File: src/rtl/sdec_map.vh
// Register map and field layout of the switch drop event capture block.
// Included by the design; holds definitions only.
`ifndef SDEC_MAP_VH
`define SDEC_MAP_VH
// Printed register numbers are indices; byte address is four times index
`define SDEC_STATUS_IDX      14'h1881
`define SDEC_MASK_IDX        14'h1880
`define SDEC_STATUS_ADDR     16'h6204
`define SDEC_MASK_ADDR       16'h6200
`define SDEC_PEND_BIT        0
`define SDEC_AVALID_BIT      1
`define SDEC_APORT_LO        2
`define SDEC_AREASON_LO      4
`define SDEC_BVALID_BIT      8
`define SDEC_BPORT_LO        9
`define SDEC_BREASON_LO      11
`define SDEC_MASK_RESET      1'h1
`define SDEC_STATUS_RESET    15'h0000
`define SDEC_UNMAPPED_DATA   32'h00000000
`endif

File: src/rtl/sdec_drop_capture.v
// Drop event capture status with read-clear and interrupt masking.
// Assumes the switch engine presents one-cycle drop pulses with port
// and qualifying condition flags; the reason is derived here; Avalon-MM slave for software.
// What this block does
// - Two capture sets, A filled first and then B, each hold one drop record.
// - Mask bit, reset one, blocks the interrupt; status still updates.
// - Set B reason code sits in bits 14 to 11.
// - Set A reason code sits in bits 7 to 4, same code table.
// - Code 0000: tagged-only admission on, frame untagged or priority tagged.
// - Code 0001: unknown destination, membership check, non-member source.
// - Code 0010: known destination, source port not forwarding.
// - Code 0011: known destination, destination port not forwarding.
// - Code 0100: known destination, destination not VLAN member.
// - Code 0101: known destination, source not member, no admission.
// - Code 0110: unknown-unicast discard and unicast destination missing.
// - Code 0111: multicast filtering and multicast destination missing.
// - Code 1000: broadcast discarded over the rate limit.
// - Code 1001: unknown or broadcast destination, source not forwarding.
// - Code 1010: known destination resolves to the receiving port.
// - Code 1011: lookup entry has its filter flag set.
// - Code 1110: all-ones VLAN identifier; 1100, 1101, 1111 never made.
// - Port in bits 10:9 (B) and 3:2 (A); 11 never produced.
// - Set B valid at bit 8 only with a meaningful record.
// - Set A valid at bit 1 only with a meaningful record.
// - Pending at bit 0 once any drop has been recorded.
//
// Our own choice: the Avalon-MM register port.
`timescale 1ns/10ps
`include "sdec_map.vh"

module sdec_drop_capture #(
  parameter ADDR_W = 16
) (
  input  wire              ref_clk,
  input  wire              rst_b,
  // Register bus
  input  wire [ADDR_W-1:0] address,
  input  wire              read,
  input  wire              write,
  input  wire [31:0]       writedata,
  input  wire [3:0]        byteenable,
  output wire              waitrequest,
  output reg  [31:0]       readdata,
  output reg  [1:0]        response,
  // Drop record from the forwarding engine
  input  wire              dropEvent,
  input  wire [1:0]        dropPort,
  // Conditions, sampled together with the drop pulse
  input  wire              taggedOnlyAdmission,
  input  wire              frameUntagged,
  input  wire              membershipCheck,
  input  wire              admitNonMember,
  input  wire              srcMember,
  input  wire              dstMember,
  input  wire              dstKnown,
  input  wire              dstUnicast,
  input  wire              dstMulticast,
  input  wire              dstBroadcast,
  input  wire              srcForwarding,
  input  wire              dstForwarding,
  input  wire              dropUnknownUnicast,
  input  wire              filterMulticast,
  input  wire              bcastOverLimit,
  input  wire              sameSrcDst,
  input  wire              entryFilter,
  input  wire              vlanAllOnes,
  // Interrupt side
  output wire              dropIrq,
  output wire              engineIrqMask
);

  // Handshake states, one-hot; an access is answered one cycle after
  // it is taken, so status is cleared by exactly one edge
  localparam [1:0] ST_IDLE   = 2'b01;
  localparam [1:0] ST_ANSWER = 2'b10;

  // Drop reason codes; one table serves both capture sets
  localparam [3:0] CODE_TAGGED_ONLY     = 4'h0;
  localparam [3:0] CODE_UNK_SRC_MEMBER  = 4'h1;
  localparam [3:0] CODE_SRC_BLOCKED     = 4'h2;
  localparam [3:0] CODE_DST_BLOCKED     = 4'h3;
  localparam [3:0] CODE_DST_MEMBER      = 4'h4;
  localparam [3:0] CODE_SRC_MEMBER      = 4'h5;
  localparam [3:0] CODE_UNK_UNICAST     = 4'h6;
  localparam [3:0] CODE_UNK_MULTICAST   = 4'h7;
  localparam [3:0] CODE_BCAST_LIMIT     = 4'h8;
  localparam [3:0] CODE_UNK_SRC_BLOCKED = 4'h9;
  localparam [3:0] CODE_SAME_PORT       = 4'ha;
  localparam [3:0] CODE_ENTRY_FILTER    = 4'hb;
  localparam [3:0] CODE_VLAN_ALL_ONES   = 4'he;

  reg [1:0]  busState;
  reg [1:0]  next_busState;
  reg        maskBit;
  reg        next_maskBit;
  reg        pending;
  reg        next_pending;
  reg [31:0] next_readdata;
  reg [1:0]  next_response;
  reg [3:0]  reasonCode;
  reg        codeOk;

  // Capture set contents
  wire        validA;
  wire [1:0]  portA;
  wire [3:0]  reasonA;
  wire        validB;
  wire [1:0]  portB;
  wire [3:0]  reasonB;

  // Bus decode and capture qualifiers
  wire        reqActive;
  wire        hitStatus;
  wire        hitMask;
  wire        hitAny;
  wire        accept;
  wire        clrRead;
  wire        maskWrite;
  wire        capture;
  wire        takeA;
  wire        takeB;
  wire [14:0] statusWord;

  assign reqActive = read | write;
  assign hitStatus = (address == `SDEC_STATUS_ADDR);
  assign hitMask   = (address == `SDEC_MASK_ADDR);
  assign hitAny    = hitStatus | hitMask;
  assign accept    = reqActive & busState[0];
  assign clrRead   = accept & read & hitStatus;
  assign maskWrite = accept & write & hitMask & byteenable[0];

  // One wait cycle per access keeps the read-clear to a single edge
  assign waitrequest = reqActive & ~busState[1];

  // Illegal codes fall back to idle through the default branch
  always @* begin
    case (busState)
      ST_IDLE: begin
        next_busState = accept ? ST_ANSWER : ST_IDLE;
      end
      ST_ANSWER: begin
        next_busState = ST_IDLE;
      end
      default: begin
        next_busState = ST_IDLE;
      end
    endcase
  end

  always @(posedge ref_clk or negedge rst_b) begin
    if (!rst_b) begin
      busState <= ST_IDLE;
    end else begin
      busState <= next_busState;
    end
  end

  // Priority order picks one code when several conditions hold at once
  always @* begin
    reasonCode = 4'h0;
    codeOk     = 1'b1;
    if (vlanAllOnes) begin
      reasonCode = CODE_VLAN_ALL_ONES;
    end else if (taggedOnlyAdmission & frameUntagged) begin
      reasonCode = CODE_TAGGED_ONLY;
    end else if (!dstKnown | dstBroadcast) begin
      if (!srcForwarding) begin
        reasonCode = CODE_UNK_SRC_BLOCKED;
      end else if (membershipCheck & ~admitNonMember & ~srcMember) begin
        reasonCode = CODE_UNK_SRC_MEMBER;
      end else if (dstBroadcast & bcastOverLimit) begin
        reasonCode = CODE_BCAST_LIMIT;
      end else if (dropUnknownUnicast & dstUnicast) begin
        reasonCode = CODE_UNK_UNICAST;
      end else if (filterMulticast & dstMulticast) begin
        reasonCode = CODE_UNK_MULTICAST;
      end else begin
        codeOk = 1'b0;
      end
    end else begin
      if (!srcForwarding) begin
        reasonCode = CODE_SRC_BLOCKED;
      end else if (!dstForwarding) begin
        reasonCode = CODE_DST_BLOCKED;
      end else if (membershipCheck & ~dstMember) begin
        reasonCode = CODE_DST_MEMBER;
      end else if (membershipCheck & ~admitNonMember & ~srcMember) begin
        reasonCode = CODE_SRC_MEMBER;
      end else if (entryFilter) begin
        reasonCode = CODE_ENTRY_FILTER;
      end else if (sameSrcDst) begin
        reasonCode = CODE_SAME_PORT;
      end else begin
        codeOk = 1'b0;
      end
    end
  end

  // A record is only meaningful with a known reason and a real port
  assign capture = dropEvent & codeOk & (dropPort != 2'h3);
  // A read-clear empties set A at once, so a drop in that same cycle
  // lands in A and set B is freed with it; B never stands without A
  assign takeA   = capture & (~validA | clrRead);
  assign takeB   = capture & validA & ~validB & ~clrRead;

  // Capture wins over a read-clear in the same cycle, so no event is lost
  always @* begin
    if (capture) begin
      next_pending = 1'b1;
    end else if (clrRead) begin
      next_pending = 1'b0;
    end else begin
      next_pending = pending;
    end
  end

  always @(posedge ref_clk or negedge rst_b) begin
    if (!rst_b) begin
      pending <= 1'b0;
    end else begin
      pending <= next_pending;
    end
  end

  // Set A is filled first; set B only while A holds a record
  sdec_capture_set #(
    .PORT_W (2),
    .CODE_W (4)
  ) setA (
    .ref_clk (ref_clk),
    .rst_b   (rst_b),
    .take    (takeA),
    .clear   (clrRead),
    .portIn  (dropPort),
    .codeIn  (reasonCode),
    .valid   (validA),
    .port    (portA),
    .code    (reasonA)
  );

  sdec_capture_set #(
    .PORT_W (2),
    .CODE_W (4)
  ) setB (
    .ref_clk (ref_clk),
    .rst_b   (rst_b),
    .take    (takeB),
    .clear   (clrRead),
    .portIn  (dropPort),
    .codeIn  (reasonCode),
    .valid   (validB),
    .port    (portB),
    .code    (reasonB)
  );

  // Both sets kept side by side in one status word
  assign statusWord[`SDEC_PEND_BIT]          = pending;
  assign statusWord[`SDEC_AVALID_BIT]        = validA;
  assign statusWord[`SDEC_APORT_LO +: 2]     = portA;
  assign statusWord[`SDEC_AREASON_LO +: 4]   = reasonA;
  assign statusWord[`SDEC_BVALID_BIT]        = validB;
  assign statusWord[`SDEC_BPORT_LO +: 2]     = portB;
  assign statusWord[`SDEC_BREASON_LO +: 4]   = reasonB;

  // Only byte lane 0 carries the mask bit
  always @* begin
    if (maskWrite) begin
      next_maskBit = writedata[0];
    end else begin
      next_maskBit = maskBit;
    end
  end

  // Mask resets to one so nothing escapes before software is ready
  always @(posedge ref_clk or negedge rst_b) begin
    if (!rst_b) begin
      maskBit <= `SDEC_MASK_RESET;
    end else begin
      maskBit <= next_maskBit;
    end
  end

  // Read data is formed at the edge that takes the access and stands
  // until the next accepted access; bits 31:15 always read as zero
  always @* begin
    next_readdata = readdata;
    next_response = response;
    if (accept) begin
      if (hitAny) begin
        next_response = 2'h0;
      end else begin
        next_response = 2'h3;
      end
      if (read & hitStatus) begin
        next_readdata = {17'h0, statusWord};
      end else if (read & hitMask) begin
        next_readdata = {31'h0, maskBit};
      end else begin
        next_readdata = `SDEC_UNMAPPED_DATA;
      end
    end
  end

  always @(posedge ref_clk or negedge rst_b) begin
    if (!rst_b) begin
      readdata <= `SDEC_UNMAPPED_DATA;
      response <= 2'h0;
    end else begin
      readdata <= next_readdata;
      response <= next_response;
    end
  end

  // The interrupt leaves the block only while unmasked
  assign dropIrq       = pending & ~maskBit;
  assign engineIrqMask = maskBit;

endmodule // sdec_drop_capture

// One capture set: a drop record that stands until software reads it.
// Driven by the status block above; take and clear may coincide.
module sdec_capture_set #(
  parameter PORT_W = 2,
  parameter CODE_W = 4
) (
  input  wire              ref_clk,
  input  wire              rst_b,
  input  wire              take,
  input  wire              clear,
  // Record presented with the drop pulse
  input  wire [PORT_W-1:0] portIn,
  input  wire [CODE_W-1:0] codeIn,
  // Stored record
  output reg               valid,
  output reg  [PORT_W-1:0] port,
  output reg  [CODE_W-1:0] code
);

  reg              next_valid;
  reg [PORT_W-1:0] next_port;
  reg [CODE_W-1:0] next_code;

  // Take beats clear, so a drop in the read cycle is kept
  always @* begin
    next_valid = valid;
    next_port  = port;
    next_code  = code;
    if (take) begin
      next_valid = 1'b1;
      next_port  = portIn;
      next_code  = codeIn;
    end else if (clear) begin
      next_valid = 1'b0;
      next_port  = {PORT_W{1'b0}};
      next_code  = {CODE_W{1'b0}};
    end
  end

  // A cleared record reads as all zero
  always @(posedge ref_clk or negedge rst_b) begin
    if (!rst_b) begin
      valid <= 1'b0;
      port  <= {PORT_W{1'b0}};
      code  <= {CODE_W{1'b0}};
    end else begin
      valid <= next_valid;
      port  <= next_port;
      code  <= next_code;
    end
  end

endmodule // sdec_capture_set

File: config.mk
export PLATFORM = sky130hd
export DESIGN_NAME = sdec_drop_capture
export DESIGN_NICKNAME = d
export VERILOG_FILES = /design/src/rtl/sdec_drop_capture.v
export VERILOG_INCLUDE_DIRS = /design/src /design/src/rtl
export SDC_FILE = /design/constraint.sdc
export NUM_CORES = 1
export LEC_CHECK = 0
export BUFFER_PORTS_ARGS = -buffer_cell sky130_fd_sc_hd__buf_2
export CORE_MARGIN = 1
export CORE_UTILIZATION = 26
export DETAILED_ROUTE_END_ITERATION = 12
export GPL_TIMING_DRIVEN = 0
export MAX_ROUTING_LAYER = met4
export SYNTH_ARGS = -nofsm -noshare
export SYNTH_HDL_FRONTEND = slang
export SYNTH_SLANG_ARGS = --single-unit
File: constraint.sdc
create_clock -name ref_clk -period 3.5 [get_ports ref_clk]
set_clock_uncertainty 0.05 [all_clocks]
set_input_delay 0.7 -clock ref_clk [delete_from_list [all_inputs] [get_ports ref_clk]]
set_output_delay 0.7 -clock ref_clk [all_outputs]
set_load 0.01 [all_outputs]
==> implementation parameters <==
Parameter                              Value

Outcome
  Result of the run ... finished, final reports clean

Critical path
  Worst reg2reg path endpoint ... setA.port[1]
  Type of destination of the critical path ... flop
  CP max-delay cell ... sky130_fd_sc_hd__a2111oi_4
  Buffers & Inverters on Critical Path ... 2
  Reg2reg setup slack ... 1.40 ns
  Critical Path Fanout Max ... 9
  Crit path max-delay family ... simple AND/OR/NAND/NOR gates
  Critical Path Max Stage Delay ... around 0.7 ns
  Number of cells on the worst reg-to-reg path ... 5
  Crit-path cells ... buf_2, nor4b_2, nand4_2, or2_1, buf_6, a2111oi_4, mux2i_1
  Data required time of the critical path ... between 3 and 4 ns
  Worst setup SP type ... input pin
  Launching point of the worst reg2reg path ... busState[0]
  Type of the worst setup path ... input pin to flop
  Critical Path AT ... between 2 and 3 ns

CTS
  Post-CTS setup repair buffer count ... 0
  Clock sink total ... 34
  Clk buf depth ... 2
  Root Buffer ... sky130_fd_sc_hd__clkbuf_8
  Clock tree from TritonCTS ... built
  Number of buffers created by CTS ... 5
  Clock edge transition at the registers on the reported setup and hold paths ... 0.07 ns
  Post-CTS sizing ... 0
  Clock insertion delay at the later pin of the skew report ... between 0.2 and 0.3 ns
  Hold-fix buffers at CTS ... 0
  # H-tree levels ... 2

Yosys
  Number of flops mapped to enable cells by yosys ... 0
  Total of warnings raised by yosys ... 0
  Netlist area before placement ... around 1800 um^2
  Flip-flop and latch count after synthesis ... 34
  Synth Area per Inst ... 10.5 um^2
  Main synth FF type ... sky130_fd_sc_hd__dfrtp_1
  Share of synthesized registers carrying an async set or reset ... 100%
  Fraction of the yosys area taken by sequential cells ... a little under half
  Synthesized instance count ... about 170
  Number of distinct library cells after synthesis ... 40

Timing
  Relative max-transition margin ... approximately half
  Final Hold Fails ... 0
  Unrepaired setup endpoints after global routing ... false
  Final worst-path cycle share ... 71.4%
  Number of setup violations in the final report ... 0
  Final number of max-transition violations ... 0
  Fmax ... around 400 MHz
  Min setup slack post-route ... 1.00 ns
  Fin Hold WS ... between 0.4 and 0.5 ns
  Post-layout min period ... 2.50 ns
  Sum Neg Setup Slack ... 0 ns
  Worst slew pin tran ... 0.736 ns

Hold path
  Worst min-delay path class ... input pin to async pin

Pwr
  Pwr dens ... roughly 400 nW/um^2
  Internal portion of total power ... between 0.6 and 0.7 mW
  Net switching power of the design ... between 0.2 and 0.3 mW
  Share of total power in the clock network ... 31.0%
  Combinational power share ... 19.1%
  Switching share of power ... between 20% and 30%
  Seq pwr share ... 50.0%
  Max IR drop VDD ... roughly 120 uV
  Post-layout power ... ~0.94 mW
  Lkg Pwr ... 1.16 nW

Die
  # IOs ... 114
  Cell row count ... 30
  Area of the placeable core ... between 6000 and 7000 um^2
  DIE WIDTH ... approximately 85 um
  Starting Density ... a little over a quarter
  Vertical extent of the die ... about 85 um
  Die Area ... about 7300 um^2

Layout
  Most common cell after layout, fill and taps aside ... sky130_fd_sc_hd__buf_2
  Number of standard cells in the final layout excluding fillers ... approximately 340
  Layout cell share with drive strength beyond 1 ... 38.8%
  Total Nets Final ... ~330
  Layout Area Growth over Synthesis ... 31.0%
  Antenna Cells ... 0
  Top library cells by usage in the layout, fill and taps aside ... sky130_fd_sc_hd__buf_2, sky130_fd_sc_hd__dfrtp_1, sky130_fd_sc_hd__buf_4

Routing
  Total wirelength of the detailed-routed design ... ~4100 um
  Detailed Routing Iterations Pass 1 ... 4
  Via count ... around 1500
  Count of routing violations after the opening detailed-route iteration ... 65
  Final antenna-violating net count ... 0
  Remaining routing DRC violations ... 0
  Average wire per standard cell ... between 10 and 15 um
  Vias/cell ... 4.58

Global routing
  Maximum number of pins on one net before global-route repair ... 35
  Antenna violations before repair ... 0
  First-pass GRT wire length ... ~7000 um
  Vias in the first global route ... roughly 1500
  Leftover overflow at the end of global routing ... 0
  Global router's overall resource usage ... around 13%

Placement
  DP HPWL ... about 3200 um
  Dpl ws ... 0.706 ns
  Number of input and output port buffers inserted ... 62
  Placed insts ... 330
  Routability cong. ... 0.838

Run
  Max Cap Violations ... 0
flip-flops by register name, summed over array words and instances (netlist names), 2 cells and up:
name / count
setB.port: 2
setA.port: 2
readdata: 15
setA.code: 4
setB.code: 4
busState: 2
routing by layer:
metal	part of all wire (%)	GRT usage (%)
met4	1.7	5.15
met3	5.2	1.85
met1	47	15.9
met5	0	-
met2	46	20.5
power by group through the flow:
stage | Combinational [mW] | Sequential [mW] | Clock [mW]
after floorplan | 0.112 | 0.470 | 0
after global placement | 0.175 | 0.477 | 0
after detailed placement | 0.181 | 0.479 | 0
after CTS | 0.182 | 0.472 | 0.299
after global routing | 0.206 | 0.479 | 0.318
final | 0.180 | 0.471 | 0.292
synth_stat cells (all sizes together) (2+ instances only):
cell    count  area, um^2
nand2b      2        12.5
nand2      15        56.3
nor4b       2        30.0
nor3b       3        22.5
buf        19         146
o21ai       6        30.0
nor2        8        30.0
a22o       14         123
a21oi       8        40.0
nor3        4        20.0
and2        3        18.8
nand4       2        18.8
dfrtp      32         801
clkbuf      4        15.0
dfstp       2        52.6
a31oi       4        25.0
nor2b       5        31.3
a21bo       2        20.0
or2         2        12.5
nand3       5        25.0
mux2i       6        60.1
a211oi      4        30.0
a21o        2        15.0
inv         4        15.0
mux2        3        33.8
worst max path at each step:
| stage | startpoint | to | slack [ns] | depth (start not counted) |
|---|---|---|---|---|
| after floorplan | address[8] | setA.code[0] | 1.06 | 6 |
| after global placement | address[8] | setA.code[0] | 0.75 | 7 |
| after detailed placement | address[8] | setA.code[0] | 0.71 | 7 |
| after CTS | address[8] | setA.port[1] | 0.99 | 7 |
| after global routing | address[8] | setA.code[0] | 0.87 | 7 |
| final | address[5] | setA.port[1] | 1.00 | 7 |
cells by family after synthesis:
family	share of synthesized area (%)
simple gates	17.9
buf+inv	9.77
mux	5.20
compound gates	19.7
flops	47.3
other cells	0.208
area by class of cell:
class / count / area, um^2
repair buffers: 62 / 310
inverters: 4 / 15.0
well taps: 80 / 100
flip-flops and latches: 34 / 853
plain buffers: 23 / 161
multi-input cells: 127 / 836
fillers: 714 / 4390
clock buffers: 8 / 90.1
through the flow:
step           area, um^2  utilization, %
2_1_floorplan        1870               -
3_3_place_gp         2280            33.7
3_5_place_dp         2280            33.7
4_1_cts              2370            35.0
5_1_grt              2370            35.0
6_report             2370            35.0
Note: power is estimated with default switching activity, not from simulation.
